<file path="src/crt_pkg.sv">
// Constants, types and command codes for the current-channel mode, range and trigger controller
package crt_pkg;
	localparam logic [7:0] OFS_CMD = 8'h00;
	localparam logic [7:0] OFS_ARG = 8'h04;
	localparam logic [7:0] OFS_STATUS = 8'h08;
	localparam logic [7:0] OFS_AMP = 8'h0C;
	localparam logic [7:0] OFS_VOLT = 8'h10;
	localparam logic [7:0] OFS_AMP_PEND = 8'h14;
	localparam logic [7:0] OFS_VOLT_PEND = 8'h18;
	localparam logic [7:0] OFS_ERROR = 8'h1C;
	localparam logic [7:0] OFS_TRAN_LEFT = 8'h20;
	localparam int SLOTS = 16;
	localparam int SLOT_W = 4;
	localparam logic signed [15:0] LEVEL_MAX = 16'sh7FFF;
	localparam logic [15:0] QUARTER = 16'h1FFF;
	localparam logic [2:0] RANGE_FULL_CODE = 3'h1;
	localparam logic [2:0] RANGE_QUARTER_CODE = 3'h4;
	localparam logic signed [15:0] ERR_NONE = 16'sh0000;
	localparam logic signed [15:0] ERR_COMMAND = -16'sd100;
	localparam logic signed [15:0] ERR_WARNING = -16'sd211;
	localparam logic signed [15:0] ERR_CONFLICT = -16'sd221;
	localparam logic signed [15:0] ERR_RANGE = -16'sd222;
	localparam int TRAN_MAX_S = 10;
	localparam logic [31:0] TRAN_MAX_MS = 32'(TRAN_MAX_S * 1000);
	localparam int CLK_PERIOD_PS = 4000;
	localparam int MS_PS = 1000000000;
	localparam int TICKS_PER_MS = MS_PS / CLK_PERIOD_PS;
	localparam logic [31:0] AHB_OKAY = 32'h0;
	typedef enum logic [4:0] {
		OP_NOP = 5'h00, OP_MODE_FIX = 5'h01, OP_MODE_LIST = 5'h02, OP_MODE_TRAN = 5'h03,
		OP_CURR = 5'h04, OP_VOLT = 5'h05, OP_AMP_RANGE = 5'h06, OP_AMP_AUTO = 5'h07,
		OP_VOLT_AUTO = 5'h08, OP_VOLT_RANGE = 5'h09, OP_AMP_TRIG = 5'h0A, OP_VOLT_TRIG = 5'h0B,
		OP_FUNC_TRIG = 5'h0C, OP_FUNC = 5'h0D, OP_TRG = 5'h0E, OP_INIT = 5'h0F,
		OP_SAV = 5'h10, OP_RCL = 5'h11, OP_RST = 5'h12, OP_LIST_VOLT = 5'h13,
		OP_LIST_CURR = 5'h14, OP_INIT_CONT = 5'h15
	} crt_op_type;
	typedef enum logic [1:0] {
		MODE_FIXED = 2'b00,
		MODE_TRAN = 2'b01,
		MODE_LIST = 2'b11
	} crt_mode_type;
	typedef struct packed {
		logic signed [15:0] volt;
		logic signed [15:0] amp;
		logic func;
	} crt_slot_type;
	typedef struct packed {
		logic signed [15:0] volt;
		logic signed [15:0] amp;
		logic func;
		logic amp_full;
		logic volt_full;
	} crt_out_type;
	typedef struct packed {
		logic start;
		logic abort;
		logic wr;
		logic wr_amp;
		logic signed [15:0] data;
		logic signed [15:0] vlimit;
	} crt_list_type;
	typedef struct packed {
		logic signed [15:0] volt;
		logic signed [15:0] amp;
		logic valid;
		logic last;
	} crt_step_type;
endpackage : crt_pkg

</file>
<file path="src/crt_ctl.sv">
// Current-channel mode, range and trigger controller with an AHB-Lite register slave
//
// Local design decisions: the address map and the AHB-Lite register port.
`timescale 1ns/1ps
module crt_ctl #(
	parameter int TICKS_PER_MS = crt_pkg::TICKS_PER_MS
) (
	input wire logic hclk,
	input wire logic hresetn,
	input wire logic hsel,
	input wire logic [31:0] haddr,
	input wire logic [1:0] htrans,
	input wire logic hwrite,
	input wire logic [2:0] hsize,
	input wire logic [31:0] hwdata,
	input wire logic hready,
	output logic [31:0] hrdata,
	output logic hreadyout,
	output logic hresp,
	input wire crt_pkg::crt_step_type list_step,
	output crt_pkg::crt_out_type out_set,
	output crt_pkg::crt_list_type list_ctl,
	output crt_pkg::crt_mode_type mode,
	output logic err_pulse,
	output logic signed [15:0] err_code
);
	import crt_pkg::*;

	typedef struct packed {
		crt_mode_type mode;
		crt_out_type o;
		crt_slot_type pend;
		logic amp_autoscale_enable;
		logic volt_autoscale_enable;
		logic trig_init;
		logic trig_cont;
		logic pulse_on;
		logic signed [15:0] prior_amp;
		logic [31:0] tran_ms;
		logic [31:0] ms_left;
		logic [31:0] tick;
		crt_step_type prev_step;
		crt_step_type last_step;
		crt_slot_type [SLOTS-1:0] mem;
		logic [31:0] arg;
		logic signed [15:0] err_last;
		logic err_p;
		crt_list_type lst;
		logic [7:0] dph_addr;
		logic dph_write;
		logic [31:0] rdata;
	} crt_state_type;

	crt_state_type st;
	crt_state_type next_st;

	logic cmd_go;
	crt_op_type op;
	logic signed [15:0] arg16;
	logic [SLOT_W-1:0] slot;

	function automatic logic [15:0] crt_mag(input logic signed [15:0] v);
		crt_mag = v[15] ? 16'(-v) : 16'(v);
	endfunction : crt_mag

	// Commands execute in the data phase of a write to the command register
	assign cmd_go = st.dph_write && (st.dph_addr == OFS_CMD);
	assign op = crt_op_type'(hwdata[4:0]);
	assign arg16 = st.arg[15:0];
	assign slot = st.arg[SLOT_W-1:0];

	always_comb begin
		next_st = st;
		next_st.err_p = 1'b0;
		next_st.lst.start = 1'b0;
		next_st.lst.abort = 1'b0;
		next_st.lst.wr = 1'b0;

		// AHB-Lite: capture address phase, zero wait states
		next_st.dph_write = 1'b0;
		if (hsel && hready && htrans[1]) begin
			next_st.dph_addr = haddr[7:0];
			next_st.dph_write = hwrite;
			case (haddr[7:0])
				OFS_ARG: next_st.rdata = st.arg;
				OFS_STATUS: next_st.rdata = {16'h0000, 2'b00, st.pend.func, st.o.func, st.trig_cont,
					st.trig_init, st.pulse_on, st.volt_autoscale_enable, st.amp_autoscale_enable,
					st.o.volt_full ? RANGE_FULL_CODE : RANGE_QUARTER_CODE, 1'b0,
					st.o.amp_full ? RANGE_FULL_CODE : RANGE_QUARTER_CODE};
				OFS_AMP: next_st.rdata = 32'(st.o.amp);
				OFS_VOLT: next_st.rdata = 32'(st.o.volt);
				OFS_AMP_PEND: next_st.rdata = 32'(st.pend.amp);
				OFS_VOLT_PEND: next_st.rdata = 32'(st.pend.volt);
				OFS_ERROR: next_st.rdata = {{16{st.err_last[15]}}, st.err_last};
				OFS_TRAN_LEFT: next_st.rdata = st.ms_left;
				default: next_st.rdata = 32'h0;
			endcase
			if (haddr[7:0] == OFS_STATUS) begin
				next_st.rdata[15:14] = st.mode;
			end
		end
		if (st.dph_write && st.dph_addr == OFS_ARG) begin
			next_st.arg = hwdata;
		end
		if (st.dph_write && st.dph_addr == OFS_ERROR) begin
			next_st.err_last = ERR_NONE;
		end

		// List sequencer steps; last-but-one step is kept on completion
		if (st.mode == MODE_LIST && list_step.valid) begin
			next_st.prev_step = st.last_step;
			next_st.last_step = list_step;
			next_st.o.volt = list_step.volt;
			next_st.o.amp = list_step.amp;
			if (list_step.last) begin
				next_st.o.volt = st.last_step.volt;
				next_st.o.amp = st.last_step.amp;
				next_st.mode = MODE_FIXED;
			end
		end

		// Transient pulse timer in milliseconds
		if (st.pulse_on) begin
			if (st.tick == 32'(TICKS_PER_MS - 1)) begin
				next_st.tick = 32'h0;
				next_st.ms_left = st.ms_left - 32'h1;
				if (st.ms_left <= 32'h1) begin
					next_st.pulse_on = 1'b0;
					next_st.ms_left = 32'h0;
					next_st.o.amp = st.prior_amp;
				end
			end else begin
				next_st.tick = st.tick + 32'h1;
			end
		end

		if (cmd_go) begin
			case (op)
				OP_MODE_FIX: begin
					if (st.mode == MODE_LIST) begin
						next_st.o.volt = 16'sh0000;
						next_st.o.amp = 16'sh0000;
						next_st.lst.vlimit = 16'sh0000;
						next_st.lst.abort = 1'b1;
					end
					next_st.mode = MODE_FIXED;
				end
				OP_MODE_LIST: begin
					if (st.mode != MODE_LIST) begin
						next_st.mode = MODE_LIST;
						next_st.lst.start = 1'b1;
						next_st.lst.vlimit = st.o.volt;
						next_st.last_step = st.last_step;
					end
				end
				OP_MODE_TRAN: begin
					if (st.mode == MODE_LIST) begin
						next_st.err_p = 1'b1;
						next_st.err_last = ERR_CONFLICT;
					end else if (st.arg > TRAN_MAX_MS || st.arg == 32'h0) begin
						next_st.err_p = 1'b1;
						next_st.err_last = ERR_RANGE;
					end else begin
						next_st.mode = MODE_TRAN;
						next_st.tran_ms = st.arg;
					end
				end
				OP_CURR: begin
					if (st.mode == MODE_LIST) begin
						next_st.err_p = 1'b1;
						next_st.err_last = ERR_CONFLICT;
					end else if (crt_mag(arg16) > crt_mag(LEVEL_MAX) ||
						(!st.amp_autoscale_enable && !st.o.amp_full && crt_mag(arg16) > QUARTER)) begin
						next_st.err_p = 1'b1;
						next_st.err_last = ERR_RANGE;
					end else begin
						next_st.o.amp = arg16;
						if (st.amp_autoscale_enable) begin
							next_st.o.amp_full = crt_mag(arg16) > QUARTER;
						end
						if (st.mode == MODE_TRAN) begin
							// Pulse restores the level in force before this command, or before the pulse still running
							next_st.prior_amp = st.pulse_on ? st.prior_amp : st.o.amp;
							next_st.pulse_on = 1'b1;
							next_st.ms_left = st.tran_ms;
							next_st.tick = 32'h0;
							next_st.mode = MODE_FIXED;
						end
					end
				end
				OP_VOLT: begin
					if (st.mode == MODE_LIST) begin
						next_st.err_p = 1'b1;
						next_st.err_last = ERR_CONFLICT;
					end else if (crt_mag(arg16) > crt_mag(LEVEL_MAX)) begin
						next_st.err_p = 1'b1;
						next_st.err_last = ERR_RANGE;
					end else begin
						next_st.o.volt = arg16;
						if (st.volt_autoscale_enable) begin
							next_st.o.volt_full = crt_mag(arg16) > QUARTER;
						end
					end
				end
				OP_AMP_RANGE, OP_VOLT_RANGE: begin
					if (arg16 != 16'sh0001 && arg16 != 16'sh0004) begin
						next_st.err_p = 1'b1;
						next_st.err_last = ERR_RANGE;
					end else begin
						next_st.amp_autoscale_enable = 1'b0;
						next_st.volt_autoscale_enable = 1'b0;
						if (op == OP_AMP_RANGE) begin
							next_st.o.amp_full = (arg16 == 16'sh0001);
							if (!st.o.func) begin
								next_st.err_p = 1'b1;
								next_st.err_last = ERR_WARNING;
							end
						end else begin
							next_st.o.volt_full = (arg16 == 16'sh0001);
						end
					end
				end
				OP_AMP_AUTO, OP_VOLT_AUTO: begin
					if (st.arg == 32'h0) begin
						next_st.amp_autoscale_enable = 1'b0;
						next_st.volt_autoscale_enable = 1'b0;
					end else if (op == OP_AMP_AUTO) begin
						next_st.amp_autoscale_enable = 1'b1;
					end else begin
						next_st.volt_autoscale_enable = 1'b1;
					end
				end
				OP_AMP_TRIG: begin
					if (crt_mag(arg16) > crt_mag(LEVEL_MAX)) begin
						next_st.err_p = 1'b1;
						next_st.err_last = ERR_RANGE;
					end else begin
						next_st.pend.amp = arg16;
					end
				end
				OP_VOLT_TRIG: begin
					if (crt_mag(arg16) > crt_mag(LEVEL_MAX)) begin
						next_st.err_p = 1'b1;
						next_st.err_last = ERR_RANGE;
					end else begin
						next_st.pend.volt = arg16;
					end
				end
				OP_FUNC_TRIG: next_st.pend.func = st.arg[0];
				OP_FUNC: begin
					if (st.mode == MODE_LIST) begin
						next_st.err_p = 1'b1;
						next_st.err_last = ERR_COMMAND;
					end else begin
						next_st.o.func = st.arg[0];
						next_st.o.amp_full = 1'b1;
						next_st.o.volt_full = 1'b1;
					end
				end
				OP_TRG: begin
					if (st.trig_init && st.mode != MODE_LIST) begin
						next_st.o.volt = st.pend.volt;
						next_st.o.amp = st.pend.amp;
						next_st.o.func = st.pend.func;
						next_st.trig_init = st.trig_cont;
						if (st.amp_autoscale_enable) begin
							next_st.o.amp_full = crt_mag(st.pend.amp) > QUARTER;
						end
						if (st.mode == MODE_TRAN) begin
							next_st.prior_amp = st.pulse_on ? st.prior_amp : st.o.amp;
							next_st.pulse_on = 1'b1;
							next_st.ms_left = st.tran_ms;
							next_st.tick = 32'h0;
							next_st.mode = MODE_FIXED;
						end
					end
				end
				OP_INIT: next_st.trig_init = 1'b1;
				OP_INIT_CONT: begin
					next_st.trig_cont = st.arg[0];
					next_st.trig_init = st.arg[0];
				end
				OP_SAV: next_st.mem[slot] = st.pend;
				OP_RCL: begin
					next_st.pend = st.mem[slot];
					if (st.mode != MODE_LIST) begin
						next_st.o.volt = st.mem[slot].volt;
						next_st.o.amp = st.mem[slot].amp;
					end
				end
				OP_RST: begin
					next_st.o.volt = 16'sh0000;
					next_st.o.amp = 16'sh0000;
					next_st.o.func = 1'b0;
					next_st.o.amp_full = 1'b0;
					next_st.o.volt_full = 1'b0;
					next_st.amp_autoscale_enable = 1'b1;
					next_st.volt_autoscale_enable = 1'b1;
					next_st.lst.abort = (st.mode == MODE_LIST);
					next_st.mode = MODE_FIXED;
					next_st.pulse_on = 1'b0;
					next_st.trig_init = 1'b0;
					next_st.trig_cont = 1'b0;
				end
				OP_LIST_VOLT, OP_LIST_CURR: begin
					if (st.mode == MODE_LIST) begin
						next_st.err_p = 1'b1;
						next_st.err_last = ERR_CONFLICT;
					end else begin
						next_st.lst.wr = 1'b1;
						next_st.lst.wr_amp = (op == OP_LIST_CURR);
						next_st.lst.data = arg16;
					end
				end
				default: next_st.err_last = st.err_last;
			endcase
		end
	end

	// Power-up values match the reset command
	always_ff @(posedge hclk or negedge hresetn) begin
		if (!hresetn) begin
			st <= '0;
			st.mode <= MODE_FIXED;
			st.amp_autoscale_enable <= 1'b1;
			st.volt_autoscale_enable <= 1'b1;
		end else begin
			st <= next_st;
		end
	end

	assign hrdata = st.rdata;
	assign hreadyout = 1'b1;
	assign hresp = AHB_OKAY[0];
	assign out_set = st.o;
	assign list_ctl = st.lst;
	assign mode = st.mode;
	assign err_pulse = st.err_p;
	assign err_code = st.err_last;
endmodule : crt_ctl

</file>
<file path="config.mk">
export PLATFORM = sky130hd
export DESIGN_NAME = crt_ctl
export DESIGN_NICKNAME = d
export VERILOG_FILES = /design/src/crt_pkg.sv /design/src/crt_ctl.sv
export SDC_FILE = /design/constraint.sdc
export NUM_CORES = 2
export LEC_CHECK = 0
export ABC_CLOCK_PERIOD_IN_PS = 4800
export CAP_MARGIN = 15
export CORE_UTILIZATION = 32
export DETAILED_ROUTE_END_ITERATION = 7
export DONT_BUFFER_PORTS = 1
export GPL_TIMING_DRIVEN = 0
export SLEW_MARGIN = 10
export SYNTH_ARGS = -nofsm -noshare
export SYNTH_HDL_FRONTEND = slang
export SYNTH_SLANG_ARGS = --single-unit
</file>
<file path="constraint.sdc">
create_clock -name hclk -period 4.8 [get_ports hclk]
set_input_delay 0 -clock hclk [delete_from_list [all_inputs] [get_ports hclk]]
set_output_delay 0 -clock hclk [all_outputs]
set_load 0.02 [all_outputs]
</file>
==> results.json <==
{
  "grt_pass1_wl_mm": 217.2,
  "cp-start-kind": "flip-flop",
  "pwr-share-seq_pct": 45.6,
  "grt_max_degree": 874,
  "grtUsageTotal_pct": 21.61,
  "fin_worst_skew_ns": 0.05802,
  "slew_headroom_pct": -114.6,
  "outcome": "complete, but fails checks",
  "rsz0062_at_grt": "no",
  "ys_types": 81,
  "hold_viol_final": 871,
  "dieArea_um2": 135300,
  "cts_tree": "built",
  "synth_area_um2": 42820,
  "multi_input_area_um2": 18910,
  "worstReg2RegStart": "arg16[0]",
  "wl_per_cell_um": 26.52,
  "clk-insertion-delay-late_ns": 0.72,
  "cp-startpoint": "arg16[0]",
  "root_buffer": "clkbuf_16",
  "synth_seq_cells": 873,
  "cts.clk_slew.worst_paths_ns": 0.06,
  "drive_gt1_share_pct": 28.87,
  "p_leak_uw": 0.02230,
  "setup_violations": 0,
  "period_minus_slack_ns": 4.733,
  "drt_iter0_drc": 3793,
  "rows": 133,
  "ctsHoldBuffers": 128,
  "start_util_pct": 32.41,
  "synth_cells": 3506,
  "syn_nets": 3623,
  "postSynthAreaPerCell_um2": 12.21,
  "fin_nets": 3865,
  "ir_worst_vdd_v": 0.0002661,
  "synth_ff_type": "dfrtp_1",
  "core_area_um2": 132100,
  "worst-path-max-fanout": 19,
  "ios": 232,
  "ctsHtreeMaxLevel": 3,
  "portBuffers": 0,
  "cp.arrival_ns": 5.30,
  "synth-edff-count": 0,
  "power_frac_comb_pct": 7.8,
  "vias": 31420,
  "hold_class": "in -> async",
  "power.switching_uw": 4235,
  "register_area_um2": 21850,
  "final.period_utilization_pct": 98.60,
  "antenna_found_initial": 2,
  "area_growth_pct": 16.44,
  "async_flop_share_pct": 100.0,
  "gr-total-overflow": 0,
  "firstDrtPassIters": 8,
  "cts_max_path_buffers": 3,
  "place_congestion": 0.9699,
  "drt-total-wl_mm": 148.1,
  "avgViaCountPerCell": 5.627,
  "violations": "design-rule violations, negative hold slack, max-slew violations",
  "worst_pin_slew_ns": 3.219,
  "timing.hold.ws_ns": -0.9563,
  "netSwitchingFraction_pct": 25.32,
  "clock_sinks": 873,
  "p_int_uw": 12490,
  "cp-end-kind": "flip-flop",
  "r2r_setup_slack_ns": 0.07,
  "drc_errors": 13,
  "drv_cap": 0,
  "fmax_mhz": 211.3,
  "ys_warn_count": 0,
  "maxSlewViolCount": 796,
  "cellPowerDensity_nw_per_um2": 335.5,
  "ant_nets": 0,
  "num-fill-cells": 12840,
  "fin_util_pct": 37.74,
  "grt_pass1_vias": 31460,
  "p_clk_share_pct": 46.6,
  "cts_buffers": 93,
  "crit_type": "reg -> reg",
  "die_height_um": 367.8,
  "hpwl_mm": 105.8,
  "cp.required_ns": 5.37,
  "die_x_um": 367.8,
  "ys_seq_area_share_pct": 51.02
}
## metrics by stage
stage / power [uW] / setup TNS, ns / std cells / area (um^2) / worst slack (ns)
6_report: 16730 / 0 / 5584 / 49860 / 0.06717
5_1_grt: 17170 / 0 / 5582 / 49850 / 0.008326
4_1_cts: 16790 / 0 / 5575 / 49760 / 0.01148
3_5_place_dp: 8928 / -283.11 / 5265 / 45090 / -1.495
3_3_place_gp: 8911 / -277.65 / 5261 / 45020 / -1.582
2_1_floorplan: 8397 / 0 / 3506 / 42820 / 0.6766
## cell usage in the layout, fill, tap and decap left out, types with 19 or more instances in the layout
cell type,netlist,routed
dfrtp_1,871,870
mux2_2,592,592
nand2_1,264,264
clkbuf_1,216,234
o21ai_0,176,176
nor2_1,172,172
mux4_2,166,166
buf_4,125,136
a21oi_1,135,134
dlygate4sd3_1,0,128
clkbuf_16,0,93
buf_1,72,70
nand3_1,53,53
nor3_1,48,45
mux2i_1,40,40
o22ai_1,36,36
a221oi_1,36,36
nor2b_1,34,34
a222oi_1,32,32
xor2_1,30,30
nand4_1,27,27
nor4_1,27,26
clkbuf_8,0,23
a22oi_1,21,21
xnor2_1,19,19
## final timing paths
check | to | depth (start not counted)
worst min register to register | st[393] | 2
worst max-delay path | st[798] | 12
worst min-delay path | st[350] | 0
max in group asynchronous | arg16[1] | 0
worst max register to register | st[798] | 12
min in group hclk | st[124] | 2
## layer usage
layer	up-vias	GRT usage, %	part of all wire, %
met2	1400	34.03	46
met4	0	10.19	4.8
met1	16420	28.82	41
li1	13290	-	-
met5	-	0	0
met3	318	3.827	7.7
## power groups by stage
stage	Clock [uW]	Combinational (uW)	Sequential [uW]
after global placement	0	1170	7750
after global routing	8180	1370	7620
final	7790	1310	7630
after floorplan	0	758	7640
after CTS	7900	1280	7620
after detailed placement	0	1180	7750
## registers in the layout (all words and copies together), names as in the netlist
name       flops
err_pulse      1
out_set       35
list_ctl      36
arg16         16
st           735
err_code      16
mode           2
hrdata        32
## cell type report
cell class,instances,share of cell area [%]
antenna,2,0.01004
timing repair buffer,149,2.964
buffer,417,4.121
sequential,873,43.82
inverter,15,0.1129
clock buffer,137,5.461
multi-input combinational,2199,37.94
clock inverter,37,1.169
tap,1755,4.404
## Yosys cell counts (9+ instances only)
library cell | number | area [um^2]
xnor2_1 | 19 | 166.4
inv_1 | 14 | 52.55
o21ai_0 | 176 | 880.8
a21o_1 | 17 | 127.6
a221oi_1 | 36 | 315.3
or3_1 | 12 | 75.07
buf_4 | 125 | 938.4
mux2_1 | 17 | 191.4
o31a_1 | 11 | 96.34
and3_1 | 13 | 81.33
or4_1 | 17 | 127.6
mux2i_1 | 40 | 400.4
nor2b_1 | 34 | 212.7
nand3_1 | 53 | 265.3
nor4_1 | 27 | 168.9
o31ai_1 | 9 | 67.56
a22oi_1 | 21 | 157.7
dfrtp_1 | 871 | 21800
ha_1 | 9 | 112.6
o22ai_1 | 36 | 225.2
nor2_1 | 172 | 645.6
mux4_2 | 166 | 3739
a31oi_1 | 18 | 112.6
buf_1 | 72 | 270.3
clkbuf_1 | 216 | 810.8
nand3_2 | 10 | 100.1
mux2_2 | 592 | 6666
a21oi_1 | 135 | 675.7
nor3_1 | 48 | 240.2
xor2_1 | 30 | 262.8
a222oi_1 | 32 | 320.3
nand4_1 | 27 | 168.9
and2_1 | 18 | 112.6
nand2b_1 | 12 | 75.07
nand2_1 | 264 | 991.0
## worst max-delay path: stages (launching register included)
cell,delay (ns)
dfrtp_1,0.41
clkbuf_1,0.28
clkbuf_2,0.35
buf_6,0.31
inv_1,0.15
ha_1,0.19
or3b_2,0.47
a211o_1,0.40
a2111oi_1,0.56
nand3_1,0.31
nor3_2,0.39
buf_2,0.36
mux2_2,0.37
## what timing repair did
action / CTS / global route
endpoints found under the hold margin: 986 / 873
gates resized for setup: 11 / 3
pin swaps: 3 / 0
buffers inserted: 10 / 0
setup endpoints to repair: 410 / 35
## logic make-up after synthesis
logic type	share of synthesized area [%]
flops	51.02
fa+ha+maj	0.2630
other cells	0.01754
buf+inv	4.918
mux	25.68
simple gates	8.465
xor+xnor	1.002
compound gates	8.629
(Power assumes the default switching activity.)
